**src/rtl/cpcs_cfg.svh**
```systemverilog
// offsets, field positions, reset values and timing counts of the card pin control block
`ifndef CPCS_CFG_SVH
`define CPCS_CFG_SVH
`define CPCS_PIN_CTRL_OFS 8'h24
`define CPCS_IRQ_STAT_OFS 8'h28
`define CPCS_IRQ_MASK_OFS 8'h2c
`define CPCS_STATUS_OFS 8'h30
`define CPCS_BIT_SYNC 30
`define CPCS_BIT_IO_LEVEL 16
`define CPCS_BIT_POWER_PIN_INVERT 11
`define CPCS_BIT_EDGE_SEL 10
`define CPCS_BIT_IO_OUT 9
`define CPCS_BIT_OEN_ST 8
`define CPCS_BIT_AUTO_DEACT 7
`define CPCS_BIT_CLK_KEEP 6
`define CPCS_BIT_CD_LEVEL 4
`define CPCS_BIT_INS_F 3
`define CPCS_BIT_REM_F 2
`define CPCS_BIT_CARD_RST 1
`define CPCS_BIT_POW_DRV 0
`define CPCS_WR_MASK 32'h00000ec3
`define CPCS_RESET_VAL 32'h00000000
`define CPCS_SYNC_NS 300
`define CPCS_CLK_NS 100
`define CPCS_SYNC_CYC ((`CPCS_SYNC_NS + `CPCS_CLK_NS - 1) / `CPCS_CLK_NS)
`define CPCS_DEACT_NS 1000
`define CPCS_DEACT_CYC (`CPCS_DEACT_NS / `CPCS_CLK_NS)
`endif

```
**src/rtl/cpcs_pkg.sv**
```systemverilog
// types of the card pin control block
package cpcs_pkg;
   typedef enum logic [1:0] {cpcs_idle, cpcs_rdata, cpcs_bresp} cpcs_bus_type;
   typedef enum logic [1:0] {cpcs_run, cpcs_deact, cpcs_done} cpcs_seq_type;
endpackage

```
**src/rtl/cpcs_top.sv**
```systemverilog
// card pin control and state register with axi4-lite slave and interrupt
// Overview of operation
// - bit 30 reads 1 while the last write is still synchronising, else 0
// - bit 16 shows the sampled level of the card data pin
// - power pin equals invert bit 11 xor power drive bit 0, and invert bit 11 alone during deactivation
// - with edge select 0 a falling detect edge means card inserted
// - pin control register sits at offset 0x24, resets to zero
// - with edge select 1 a rising detect edge means card inserted
// - bit 9 drives the data output level, hardware overrides during deactivation
// - auto deactivation on removal runs deactivation then raises an end interrupt
`include "cpcs_cfg.svh"
`timescale 1ns/10ps
module cpcs_top (
   input wire logic clk,
   input wire logic nrst,
   input wire logic [7:0] s_axi_awaddr,
   input wire logic s_axi_awvalid,
   output logic s_axi_awready,
   input wire logic [31:0] s_axi_wdata,
   input wire logic [3:0] s_axi_wstrb,
   input wire logic s_axi_wvalid,
   output logic s_axi_wready,
   output logic [1:0] s_axi_bresp,
   output logic s_axi_bvalid,
   input wire logic s_axi_bready,
   input wire logic [7:0] s_axi_araddr,
   input wire logic s_axi_arvalid,
   output logic s_axi_arready,
   output logic [31:0] s_axi_rdata,
   output logic [1:0] s_axi_rresp,
   output logic s_axi_rvalid,
   input wire logic s_axi_rready,
   input wire logic card_io_pin,
   input wire logic card_detect_pin,
   output logic card_power_pin,
   output logic card_io_out_level,
   output logic card_clk_enable,
   output logic card_reset_level,
   output logic irq
);
   localparam logic [3:0] SYNC_CYC = 4'(`CPCS_SYNC_CYC);
   localparam logic [7:0] DEACT_CYC = 8'(`CPCS_DEACT_CYC);
   typedef struct packed {
      cpcs_pkg::cpcs_bus_type bus;
      logic aw_got;
      logic w_got;
      logic [7:0] awaddr;
      logic [31:0] wdata;
      logic [3:0] wstrb;
      logic [31:0] rdata;
      logic [1:0] resp;
      logic [11:0] ctrl;
      logic [3:0] sync_cnt;
      logic cd_prev;
      logic ins_f;
      logic rem_f;
      logic [2:0] ist;
      logic [2:0] imask;
      cpcs_pkg::cpcs_seq_type seq;
      logic [7:0] seq_cnt;
      logic pow;
      logic io_out;
      logic clk_en;
      logic rst_lv;
      logic irq;
      logic awready;
      logic wready;
      logic arready;
   } cpcs_state_type;
   cpcs_state_type st_ff;
   cpcs_state_type nxt_st;
   logic io_sync;
   logic cd_sync;

   cpcs_sync2 u_io_sync (
      .clk(clk),
      .nrst(nrst),
      .d(card_io_pin),
      .q(io_sync)
   );
   cpcs_sync2 u_cd_sync (
      .clk(clk),
      .nrst(nrst),
      .d(card_detect_pin),
      .q(cd_sync)
   );

   function automatic logic [31:0] pin_reg_view(input logic [11:0] c, input logic busy, input logic io,
      input logic cd, input logic ins, input logic rem);
      logic [31:0] v;
      v = 32'h00000000;
      v[11:6] = c[11:6];
      v[1:0] = c[1:0];
      v[`CPCS_BIT_SYNC] = busy;
      v[`CPCS_BIT_IO_LEVEL] = io;
      v[`CPCS_BIT_OEN_ST] = 1'b1;
      v[`CPCS_BIT_CD_LEVEL] = cd;
      v[`CPCS_BIT_INS_F] = ins;
      v[`CPCS_BIT_REM_F] = rem;
      return v;
   endfunction

   always_comb
   begin
      logic [31:0] m;
      logic [31:0] wv;
      logic do_wr;
      logic do_rd;
      logic rise;
      logic fall;
      logic ins_ev;
      logic rem_ev;
      logic [2:0] set;
      m = 32'h00000000;
      wv = 32'h00000000;
      do_wr = 1'b0;
      do_rd = 1'b0;
      rise = 1'b0;
      fall = 1'b0;
      ins_ev = 1'b0;
      rem_ev = 1'b0;
      set = 3'b000;
      nxt_st = st_ff;
      rise = cd_sync & ~st_ff.cd_prev;
      fall = ~cd_sync & st_ff.cd_prev;
      nxt_st.cd_prev = cd_sync;
      ins_ev = st_ff.ctrl[`CPCS_BIT_EDGE_SEL] ? rise : fall;
      rem_ev = st_ff.ctrl[`CPCS_BIT_EDGE_SEL] ? fall : rise;
      set = 3'b000;
      if (st_ff.sync_cnt != 4'h0)
         nxt_st.sync_cnt = st_ff.sync_cnt - 4'h1;
      nxt_st.awready = 1'b0;
      nxt_st.wready = 1'b0;
      nxt_st.arready = 1'b0;
      case (st_ff.bus)
         cpcs_pkg::cpcs_idle:
         begin
            if (s_axi_awvalid && !st_ff.aw_got && !st_ff.awready)
            begin
               nxt_st.aw_got = 1'b1;
               nxt_st.awaddr = s_axi_awaddr;
               nxt_st.awready = 1'b1;
            end
            if (s_axi_wvalid && !st_ff.w_got && !st_ff.wready)
            begin
               nxt_st.w_got = 1'b1;
               nxt_st.wdata = s_axi_wdata;
               nxt_st.wstrb = s_axi_wstrb;
               nxt_st.wready = 1'b1;
            end
            if (st_ff.aw_got && st_ff.w_got)
               do_wr = 1'b1;
            else if (s_axi_arvalid && !st_ff.arready && !st_ff.aw_got && !st_ff.w_got)
               do_rd = 1'b1;
         end
         cpcs_pkg::cpcs_rdata:
            if (s_axi_rready)
               nxt_st.bus = cpcs_pkg::cpcs_idle;
         cpcs_pkg::cpcs_bresp:
            if (s_axi_bready)
               nxt_st.bus = cpcs_pkg::cpcs_idle;
         default:
            nxt_st.bus = cpcs_pkg::cpcs_idle;
      endcase
      if (do_wr)
      begin
         nxt_st.aw_got = 1'b0;
         nxt_st.w_got = 1'b0;
         nxt_st.bus = cpcs_pkg::cpcs_bresp;
         nxt_st.resp = 2'b00;
         for (int i = 0; i < 4; i++)
            m[i*8 +: 8] = {8{st_ff.wstrb[i]}};
         wv = (st_ff.wdata & m) | ({20'h00000, st_ff.ctrl} & ~m);
         case (st_ff.awaddr & 8'hfc)
            `CPCS_PIN_CTRL_OFS:
            begin
               nxt_st.ctrl = wv[11:0] & 12'(`CPCS_WR_MASK);
               nxt_st.sync_cnt = SYNC_CYC;
            end
            `CPCS_IRQ_MASK_OFS:
               if (st_ff.wstrb[0])
                  nxt_st.imask = st_ff.wdata[2:0];
            `CPCS_IRQ_STAT_OFS, `CPCS_STATUS_OFS:
               nxt_st.resp = 2'b00;
            default:
               nxt_st.resp = 2'b10;
         endcase
      end
      if (do_rd)
      begin
         nxt_st.arready = 1'b1;
         nxt_st.bus = cpcs_pkg::cpcs_rdata;
         nxt_st.resp = 2'b00;
         case (s_axi_araddr & 8'hfc)
            `CPCS_PIN_CTRL_OFS:
            begin
               nxt_st.rdata = pin_reg_view(st_ff.ctrl, st_ff.sync_cnt != 4'h0, io_sync, cd_sync, st_ff.ins_f,
                  st_ff.rem_f);
               nxt_st.ins_f = 1'b0;
               nxt_st.rem_f = 1'b0;
            end
            `CPCS_IRQ_STAT_OFS:
            begin
               nxt_st.rdata = {29'h0, st_ff.ist};
               nxt_st.ist = 3'b000;
            end
            `CPCS_IRQ_MASK_OFS:
               nxt_st.rdata = {29'h0, st_ff.imask};
            `CPCS_STATUS_OFS:
               nxt_st.rdata = {30'h0, st_ff.seq};
            default:
            begin
               nxt_st.rdata = 32'h00000000;
               nxt_st.resp = 2'b10;
            end
         endcase
      end
      // deactivation on removal
      case (st_ff.seq)
         cpcs_pkg::cpcs_run:
            if (rem_ev && st_ff.ctrl[`CPCS_BIT_AUTO_DEACT])
            begin
               nxt_st.seq = cpcs_pkg::cpcs_deact;
               nxt_st.seq_cnt = DEACT_CYC;
            end
         cpcs_pkg::cpcs_deact:
            if (st_ff.seq_cnt == 8'h00)
            begin
               nxt_st.seq = cpcs_pkg::cpcs_run;
               nxt_st.ctrl[`CPCS_BIT_POW_DRV] = 1'b0;
               nxt_st.ctrl[`CPCS_BIT_CLK_KEEP] = 1'b0;
               nxt_st.ctrl[`CPCS_BIT_IO_OUT] = 1'b0;
               nxt_st.ctrl[`CPCS_BIT_CARD_RST] = 1'b0;
               set[2] = 1'b1;
            end
            else
               nxt_st.seq_cnt = st_ff.seq_cnt - 8'h01;
         default:
            nxt_st.seq = cpcs_pkg::cpcs_run;
      endcase
      set[0] = ins_ev;
      set[1] = rem_ev;
      if (ins_ev)
         nxt_st.ins_f = 1'b1;
      if (rem_ev)
         nxt_st.rem_f = 1'b1;
      nxt_st.ist = nxt_st.ist | set;
      // deactivation overrides software levels on the pins
      if (st_ff.seq == cpcs_pkg::cpcs_deact)
      begin
         nxt_st.pow = st_ff.ctrl[`CPCS_BIT_POWER_PIN_INVERT];
         nxt_st.io_out = 1'b0;
         nxt_st.clk_en = 1'b0;
         nxt_st.rst_lv = 1'b0;
      end
      else
      begin
         nxt_st.pow = st_ff.ctrl[`CPCS_BIT_POWER_PIN_INVERT] ^ st_ff.ctrl[`CPCS_BIT_POW_DRV];
         nxt_st.io_out = st_ff.ctrl[`CPCS_BIT_IO_OUT];
         nxt_st.clk_en = st_ff.ctrl[`CPCS_BIT_CLK_KEEP];
         nxt_st.rst_lv = st_ff.ctrl[`CPCS_BIT_CARD_RST];
      end
      nxt_st.irq = |(st_ff.ist & st_ff.imask);
   end

   always_ff @(posedge clk or negedge nrst)
   begin
      if (!nrst)
         st_ff <= '0;
      else
         st_ff <= nxt_st;
   end

   assign s_axi_awready = st_ff.awready;
   assign s_axi_wready = st_ff.wready;
   assign s_axi_arready = st_ff.arready;
   assign s_axi_bvalid = st_ff.bus == cpcs_pkg::cpcs_bresp;
   assign s_axi_bresp = st_ff.resp;
   assign s_axi_rvalid = st_ff.bus == cpcs_pkg::cpcs_rdata;
   assign s_axi_rdata = st_ff.rdata;
   assign s_axi_rresp = st_ff.resp;
   assign card_power_pin = st_ff.pow;
   assign card_io_out_level = st_ff.io_out;
   assign card_clk_enable = st_ff.clk_en;
   assign card_reset_level = st_ff.rst_lv;
   assign irq = st_ff.irq;

   sync_after_write_a: assert property (@(posedge clk) disable iff (!nrst)
      (st_ff.bus == cpcs_pkg::cpcs_bresp && $past(st_ff.bus) == cpcs_pkg::cpcs_idle && $past(st_ff.awaddr[7:2]) == 6'h09)
      |-> st_ff.sync_cnt == SYNC_CYC)
      else $error("sync count not loaded after pin register write");
   power_pin_xor_a: assert property (@(posedge clk) disable iff (!nrst)
      st_ff.seq != cpcs_pkg::cpcs_deact && $past(st_ff.seq) != cpcs_pkg::cpcs_deact
      |-> card_power_pin == ($past(st_ff.ctrl[11]) ^ $past(st_ff.ctrl[0])))
      else $error("power pin not invert xor drive");
   insert_fall_a: assert property (@(posedge clk) disable iff (!nrst)
      (!st_ff.ctrl[10] && st_ff.cd_prev && !cd_sync) |=> st_ff.ins_f && st_ff.ist[0])
      else $error("falling detect edge not flagged as insert");
   insert_rise_a: assert property (@(posedge clk) disable iff (!nrst)
      (st_ff.ctrl[10] && !st_ff.cd_prev && cd_sync) |=> st_ff.ins_f && st_ff.ist[0])
      else $error("rising detect edge not flagged as insert");
   io_out_follow_a: assert property (@(posedge clk) disable iff (!nrst)
      (st_ff.seq == cpcs_pkg::cpcs_run && st_ff.ctrl[9]) [*2] |=> card_io_out_level)
      else $error("data output does not follow bit 9");
   deact_end_irq_a: assert property (@(posedge clk) disable iff (!nrst)
      $rose(st_ff.seq == cpcs_pkg::cpcs_deact) |-> ##[1:20] st_ff.ist[2])
      else $error("deactivation did not raise end interrupt");
   reserved_zero_a: assert property (@(posedge clk) disable iff (!nrst)
      (st_ff.ctrl & ~12'(`CPCS_WR_MASK)) == 12'h000)
      else $error("reserved control bit set");
   pin_reg_view_a: assert property (@(posedge clk) disable iff (!nrst)
      s_axi_rvalid && s_axi_arready && s_axi_araddr[7:2] == 6'h09
      |-> s_axi_rdata[31] == 1'b0 && s_axi_rdata[29:17] == 13'h0000 && s_axi_rdata[15:12] == 4'h0
      && s_axi_rdata[5] == 1'b0)
      else $error("reserved bits of pin register read nonzero");
   pin_level_a: assert property (@(posedge clk) disable iff (!nrst)
      $rose(s_axi_rvalid) && $past(s_axi_araddr[7:2]) == 6'h09 |-> s_axi_rdata[16] == $past(io_sync))
      else $error("data pin level not reported in bit 16");
endmodule

```
**src/rtl/cpcs_sync2.sv**
```systemverilog
// two flip-flop synchroniser for one pin input
`timescale 1ns/10ps
module cpcs_sync2 (
   input wire logic clk,
   input wire logic nrst,
   input wire logic d,
   output logic q
);
   typedef struct packed {
      logic meta;
      logic q;
   } cpcs_sync_type;
   cpcs_sync_type st_ff;
   cpcs_sync_type nxt_st;
   always_comb
   begin
      nxt_st.meta = d;
      nxt_st.q = st_ff.meta;
   end
   always_ff @(posedge clk or negedge nrst)
   begin
      if (!nrst)
         st_ff <= '0;
      else
         st_ff <= nxt_st;
   end
   assign q = st_ff.q;
endmodule

```
**config.mk**
```make
export PLATFORM = sky130hd
export DESIGN_NAME = cpcs_top
export DESIGN_NICKNAME = d
export VERILOG_FILES = /design/src/rtl/cpcs_pkg.sv /design/src/rtl/cpcs_top.sv /design/src/rtl/cpcs_sync2.sv
export VERILOG_INCLUDE_DIRS = /design/src /design/src/rtl
export SDC_FILE = /design/constraint.sdc
export NUM_CORES = 1
export LEC_CHECK = 0
export ABC_CLOCK_PERIOD_IN_PS = 2100
export BUFFER_PORTS_ARGS = -buffer_cell sky130_fd_sc_hd__buf_2
export CAP_MARGIN = 30
export CELL_PAD_IN_SITES_DETAIL_PLACEMENT = 1
export CELL_PAD_IN_SITES_GLOBAL_PLACEMENT = 1
export CORE_MARGIN = 2
export CORE_UTILIZATION = 40
export DETAILED_ROUTE_END_ITERATION = 6
export PLACE_DENSITY_LB_ADDON = 0.05
export SYNTH_ARGS = -nofsm -noshare
export SYNTH_HDL_FRONTEND = slang
export SYNTH_SLANG_ARGS = --single-unit
```
**constraint.sdc**
```tcl
create_clock -name clk -period 2.1 [get_ports clk]
set_input_delay 0.105 -clock clk [delete_from_list [all_inputs] [get_ports clk]]
set_output_delay 0.105 -clock clk [all_outputs]
set_load 0.01 [all_outputs]
```
==> results of run 1 <==
[stage by stage]
step	hold WS (ps)	std cells	setup WS, ps
global route	32.23	479	28.83
global placement	77.38	442	241.2
CTS	10.68	479	177.2
finish	21.89	479	208.3
detailed placement	74.34	442	200.5
floorplan	-190.6	313	462.9
[layout make-up]
class	instances	area [sq um]	area share, %
Timing Repair Buffer	84	560.5	13.50
Inverter	11	41.29	0.9943
Sequential cell	75	1877	45.19
Clock buffer	10	137.6	3.314
Multi-Input combinational cell	185	1336	32.18
Clock inverter	6	65.06	1.567
Tap cell	108	135.1	3.254
[synth_stat cells, types with 4 or more instances]
cell type	n
buf_4	36
o21ai_0	7
nand2_1	12
nor3_1	4
xnor2_1	4
nor2_1	16
mux2_2	22
nor2b_1	4
nand3b_1	6
a21o_1	7
a21oi_1	8
mux2i_1	4
a22o_1	16
inv_1	11
dfrtp_1	75
nand2b_1	10
[power by group through the flow]
stage,clock network (W),registers (W),logic [W]
after floorplan,0,0.00217,0.00109
after global placement,0,0.00224,0.00137
after detailed placement,0,0.00226,0.00142
after CTS,0.00116,0.00223,0.00146
after global routing,0.00124,0.00231,0.00162
final,0.00113,0.00223,0.00142
[worst paths after layout]
| kind | start | endpoint | slack, ps | cells past startpoint |
|---|---|---|---|---|
| worst max-delay path | st_ff[123] | st_ff[24] | 210 | 4 |
| worst min-delay path | s_axi_araddr[5] | s_axi_rdata[0] | 20 | 3 |
| max in group asynchronous | nrst | st_ff[11] | 1290 | 3 |
| min in group asynchronous | nrst | st_ff[124] | 220 | 2 |
| worst max register to register | st_ff[123] | st_ff[24] | 210 | 4 |
| worst min register to register | u_cd_sync.nxt_st[0] | u_cd_sync.q | 370 | 0 |
[worst min-delay path, stage by stage]
cell,delay (ps)
buf_2,110
nand2_1,60
o31ai_1,60
[flip-flops by register name, summed over array words and instances (netlist names)]
name	flops
u_cd_sync.nxt_st	1
st_ff	49
s_axi_awready	1
u_io_sync.q	1
u_io_sync.nxt_st	1
card_power_pin	1
s_axi_rdata	13
s_axi_arready	1
card_clk_enable	1
card_io_out_level	1
s_axi_wready	1
card_reset_level	1
irq	1
u_cd_sync.q	1
s_axi_bresp	1
[routing by layer]
layer	vias up	share of wire [%]	global-route usage, %
met4	0	1.2	5.021
met5	-	0	0
li1	1112	-	-
met3	7	3.6	4.820
met1	1171	47	22.70
met2	39	48	26.01
[logic make-up (layout without fill, tap and decap cells)]
family | Yosys count | count (layout) | synth area share (%)
multiplexers | 28 | 28 | 8.927
buffers and inverters | 53 | 111 | 9.719
AO/OA/AOI/OAI | 52 | 52 | 11.12
flip-flops | 75 | 75 | 54.00
adder cells (fa/ha/maj) | 3 | 3 | 1.080
XOR/XNOR | 6 | 6 | 1.512
AND/OR/NAND/NOR | 75 | 75 | 13.54
other | 1 | 21 | 0.1079
[timing repair]
item | CTS | global route
hold buffers | 21 | 0
buffers inserted | 0 | 0
hold endpoints to repair | 50 | 0
gates resized for setup | 0 | 0
endpoints found under the setup margin | 0 | 0
==> impl_metrics.toml, run 1 <==
[pwr]
pwr-share-comb_pct = 29.8
clkPwrFrac_pct = 23.6
switchingPower_w = 0.001596
total_power_w = 0.004786
p_sw_share_pct = 33.35
p_per_area_nw_per_um2 = 1152
leakagePower_nw = 2.033
pwr-share-seq_pct = 46.6
worst_ir_drop_vdd_uv = 458.6
internal_power_w = 0.003190

[critical_path]
crit_family = "simple AND/OR/NAND/NOR gates"
slowest_stage = "or3_1"
required_ps = 2350
critPathArrivalTime_ps = 2140
cp-start-kind = "register"
crit_chain = "nor3_1, nand3_1, or3_1, a21o_1"
worst_setup_path_end_kind = "register"
crit_fanout = 9
slowest_delay_ps = 540
critPathKind = "reg2reg"
path_buf_inv = 0

[finish]
design_area_sq_um = 4153
fill_cells = 940
fin_util_pct = 48.57
area_delta_synth_final_pct = 19.47
fin_nets = 430
layout_commonest_cell = "dfrtp_1"
drive_gt1_share_pct = 29.92
final_cell_mix = "75 x dfrtp_1, 54 x buf_2, 22 x mux2_2"
diodes = 0

[synthesis]
syn_area_sq_um = 3476
avgSynthCellArea_sq_um = 11.86
synth_top_area_share_pct = 54.00
yosys_warnings = 0
synth_async_sr_flop_share_pct = 100.0
syn_inst = 293
synth_largest_area_cell = "dfrtp_1"
synth_edf_count = 0
seq_area_frac_synth_pct = 54.00
ys_seq_elements = 75
ys_types = 49
synth_area_leaders = "dfrtp_1 54%, buf_4 7.8%, mux2_2 7.1%, a22o_1 4.0%, nand2b_1 1.8%"
synthFlopType = "dfrtp_1"

[sta]
tightest_slew_ps = 738.3
skew_ps = 7.296
min_period_over_period_pct = 90.08
period_minus_slack_ps = 1892
fmax_mhz = 528.6
tns_ps = 0
rsz0062_at_grt = "false"
maxSlewViolCount = 0
slew_headroom_pct = 50.78
hold_viol = 0
setup_viol = 0

[cts]
clk-insertion-delay-late_ps = 350
numCtsBuffers = 9
htree_levels = 3
clk_path_buf_depth = 2
cts_sinks = 75
cts-root-buf = "clkbuf_8"
clkTransAtPathRegs_ps = 80
cts_tree = "built"

[run]
cap_violations = 0

[placement]
dp_hpwl_mm = 5.171
io_buffers = 55
gp_congestion = 0.7355
dpl_cell_area_sq_um = 3740

[die]
die_area_sq_um = 9451
dieHeight_um = 97.22
io_pins = 107
coreArea_sq_um = 8551
fp.dieW_um = 97.22
start_util_pct = 40.65
rows = 34

[outcome]
status = "complete, no violations"

[grt]
grt_pass1_vias = 2429
antenna_found_initial = 0
grt_start_max_net_pins = 46
grt_pass1_wl_mm = 12.48
grt_remaining_overflow = 0
track_usage_pct = 16.67

[drt]
drc_errors = 0
first_pass_iters = 4
drt_iter0_markers = 64
viasPerCell = 4.862
avgRoutedWirePerCell_um = 15.08
vias = 2329
ant_nets = 0
routed_wl_mm = 7.225

[worst_hold_path]
hp-class = "in2reg"
(Power assumes the default switching activity.)
==> run 2, diff against run 1 <==
ABC_AREA = 1   (was default)
CORE_UTILIZATION = 38   (was 40)
==> run 2 against run 1 <==
Compared with the run above:
- via count is 20% higher
- global-route usage is 0.25 points higher
- worst setup slack better by 320 ps
- sequential share of layout area is 0.70 points lower
- synthesized cell count is 43% higher
- flip-flop and latch count stayed put
- routed wire length is 9.7% higher
- area after synthesis is 2.7% higher
- die area is 7.8% higher
- critical endpoint is now st_ff[82]
- highest routed layer unchanged
==> impl_metrics.toml, run 2 <==
[outcome]
status = "complete, no violations"

[pwr]
internal_power_w = 0.003110
pwr-share-comb_pct = 33.4
total_power_w = 0.004926
pwr-share-seq_pct = 42.7
p_per_area_nw_per_um2 = 1168
worst_ir_drop_vdd_uv = 505.6
leakagePower_nw = 2.312
clkPwrFrac_pct = 23.9
switchingPower_w = 0.001815
p_sw_share_pct = 36.86

[synthesis]
synth_async_sr_flop_share_pct = 100.0
synth_top_area_share_pct = 52.56
seq_area_frac_synth_pct = 52.56
avgSynthCellArea_sq_um = 8.543
yosys_warnings = 0
synth_edf_count = 0
synthFlopType = "dfrtp_1"
ys_types = 31
synth_common_cells = "118 x nand2_1, 75 x dfrtp_1, 49 x inv_1"
synth_largest_area_cell = "dfrtp_1"
ys_seq_elements = 75
syn_inst = 418
synth_area_leaders = "dfrtp_1 53%, nand2_1 12%, buf_4 7.6%, inv_1 5.2%, nand3_1 3.8%"
syn_area_sq_um = 3571
synth.most_common_cell = "nand2_1"

[critical_path]
worst_setup_path_end_kind = "register"
slowest_delay_ps = 450
crit_family = "simple AND/OR/NAND/NOR gates"
critPathKind = "reg2reg"
crit_chain = "nor2_4, nand3_2, inv_1, nand2_1, o21ai_0"
critPathArrivalTime_ps = 1820
path_buf_inv = 1
cp-start-kind = "register"
slowest_stage = "dfrtp_1"
required_ps = 2360
crit_fanout = 15

[die]
rows = 35
dieHeight_um = 100.9
die_area_sq_um = 10190
io_pins = 107
fp.dieW_um = 100.9
coreArea_sq_um = 9196
start_util_pct = 38.83

[cts]
clk_path_buf_depth = 2
cts_tree = "built"
cts_setup_buffers = 0
cts_sinks = 75
ctsResizeCount = 0
numCtsBuffers = 9
cts-root-buf = "clkbuf_8"
htree_levels = 3
clkTransAtPathRegs_ps = 80
clk-insertion-delay-late_ps = 340
holdBufCountCts = 21

[finish]
fin_util_pct = 45.86
final-seq-area_sq_um = 1877
diodes = 0
final_cell_mix = "118 x nand2_1, 75 x dfrtp_1, 54 x buf_2"
drive_gt1_share_pct = 18.02
top_register = "st_ff"
multi_input_area_sq_um = 1279
largest_reg_flops = 49
area_delta_synth_final_pct = 18.12
fin_nets = 554
layout_commonest_cell = "nand2_1"
fill_cells = 1109

[grt]
grt_pass1_wl_mm = 13.40
grt_remaining_overflow = 0
antenna_found_initial = 0
grt_pass1_vias = 2798
grt_start_max_net_pins = 36
track_usage_pct = 16.92

[placement]
io_buffers = 55
dp_hpwl_mm = 5.876
gp_congestion = 0.7826
dp_slack_ps = 530.2

[sta]
fin_hold_ws_ps = 168.5
fmax_mhz = 637.3
maxSlewViolCount = 0
period_minus_slack_ps = 1569
min_period_over_period_pct = 74.72
rsz0062_at_grt = "false"
layout_setup_ws_ps = 530.8
setup_viol = 0
tns_ps = 0
hold_viol = 0
skew_ps = 10.93

[drt]
drt_iter0_markers = 82
vias = 2787
viasPerCell = 4.607
avgRoutedWirePerCell_um = 13.10
drc_errors = 0
first_pass_iters = 4
routed_wl_mm = 7.928
ant_nets = 0

[worst_hold_path]
hp-class = "in2reg"

[run]
cap_violations = 0
-- run 2: tightest hold or removal path, stage by stage --
cell and delay (ps):
buf_2 100, inv_1 40, nor2_1 60, nand4_4 100, o31ai_1 80
-- run 2: routing by layer --
layer,GRT usage (%),up-vias,share of wire (%)
met2,27.54,57,48
met3,3.537,9,3.6
met4,5.509,0,1.1
met5,0,-,0
met1,22.65,1331,47
li1,-,1390,-
-- run 2: layout make-up --
class                           instances  share of cell area [%]
Clock buffer                           10                   3.026
Clock inverter                          5                   1.869
Inverter                               53                   4.717
Multi-Input combinational cell        271                   30.32
Sequential cell                        75                   44.50
Tap cell                              111                   3.293
Timing Repair Buffer                   80                   12.28
-- run 2: cell families after synthesis --
group | Yosys count | synth area share (%)
flops | 75 | 52.56
buf+inv | 92 | 13.74
compound gates | 46 | 6.832
fa+ha+maj | 3 | 1.051
xor+xnor | 6 | 1.472
other cells | 1 | 0.1050
simple gates | 195 | 24.25
-- run 2: through the flow --
stage | std cells | cell area [sq um]
2_1_floorplan | 438 | 3646
3_3_place_gp | 569 | 3801
3_5_place_dp | 569 | 3801
4_1_cts | 605 | 4218
5_1_grt | 605 | 4218
6_report | 605 | 4218
-- run 2: path summary, 6_finish.rpt --
path	from	to	slack [ps]	cells after the start
worst max-delay path	st_ff[123]	st_ff[82]	530	5
worst min-delay path	s_axi_arvalid	st_ff[123]	170	5
worst max register to register	st_ff[123]	st_ff[82]	530	5
worst min register to register	u_cd_sync.nxt_st[0]	u_cd_sync.q	370	0
max in group asynchronous	nrst	st_ff[77]	1210	3
min in group asynchronous	nrst	st_ff[42]	250	2
-- run 2: power by group through the flow --
| stage | combinational (W) | clock (W) | sequential, W |
|---|---|---|---|
| finish | 0.00165 | 0.00118 | 0.00210 |
| global route | 0.00191 | 0.00129 | 0.00216 |
| CTS | 0.00168 | 0.00122 | 0.00210 |
| detailed placement | 0.00164 | 0 | 0.00213 |
| global placement | 0.00159 | 0 | 0.00211 |
| floorplan | 0.00125 | 0 | 0.00209 |
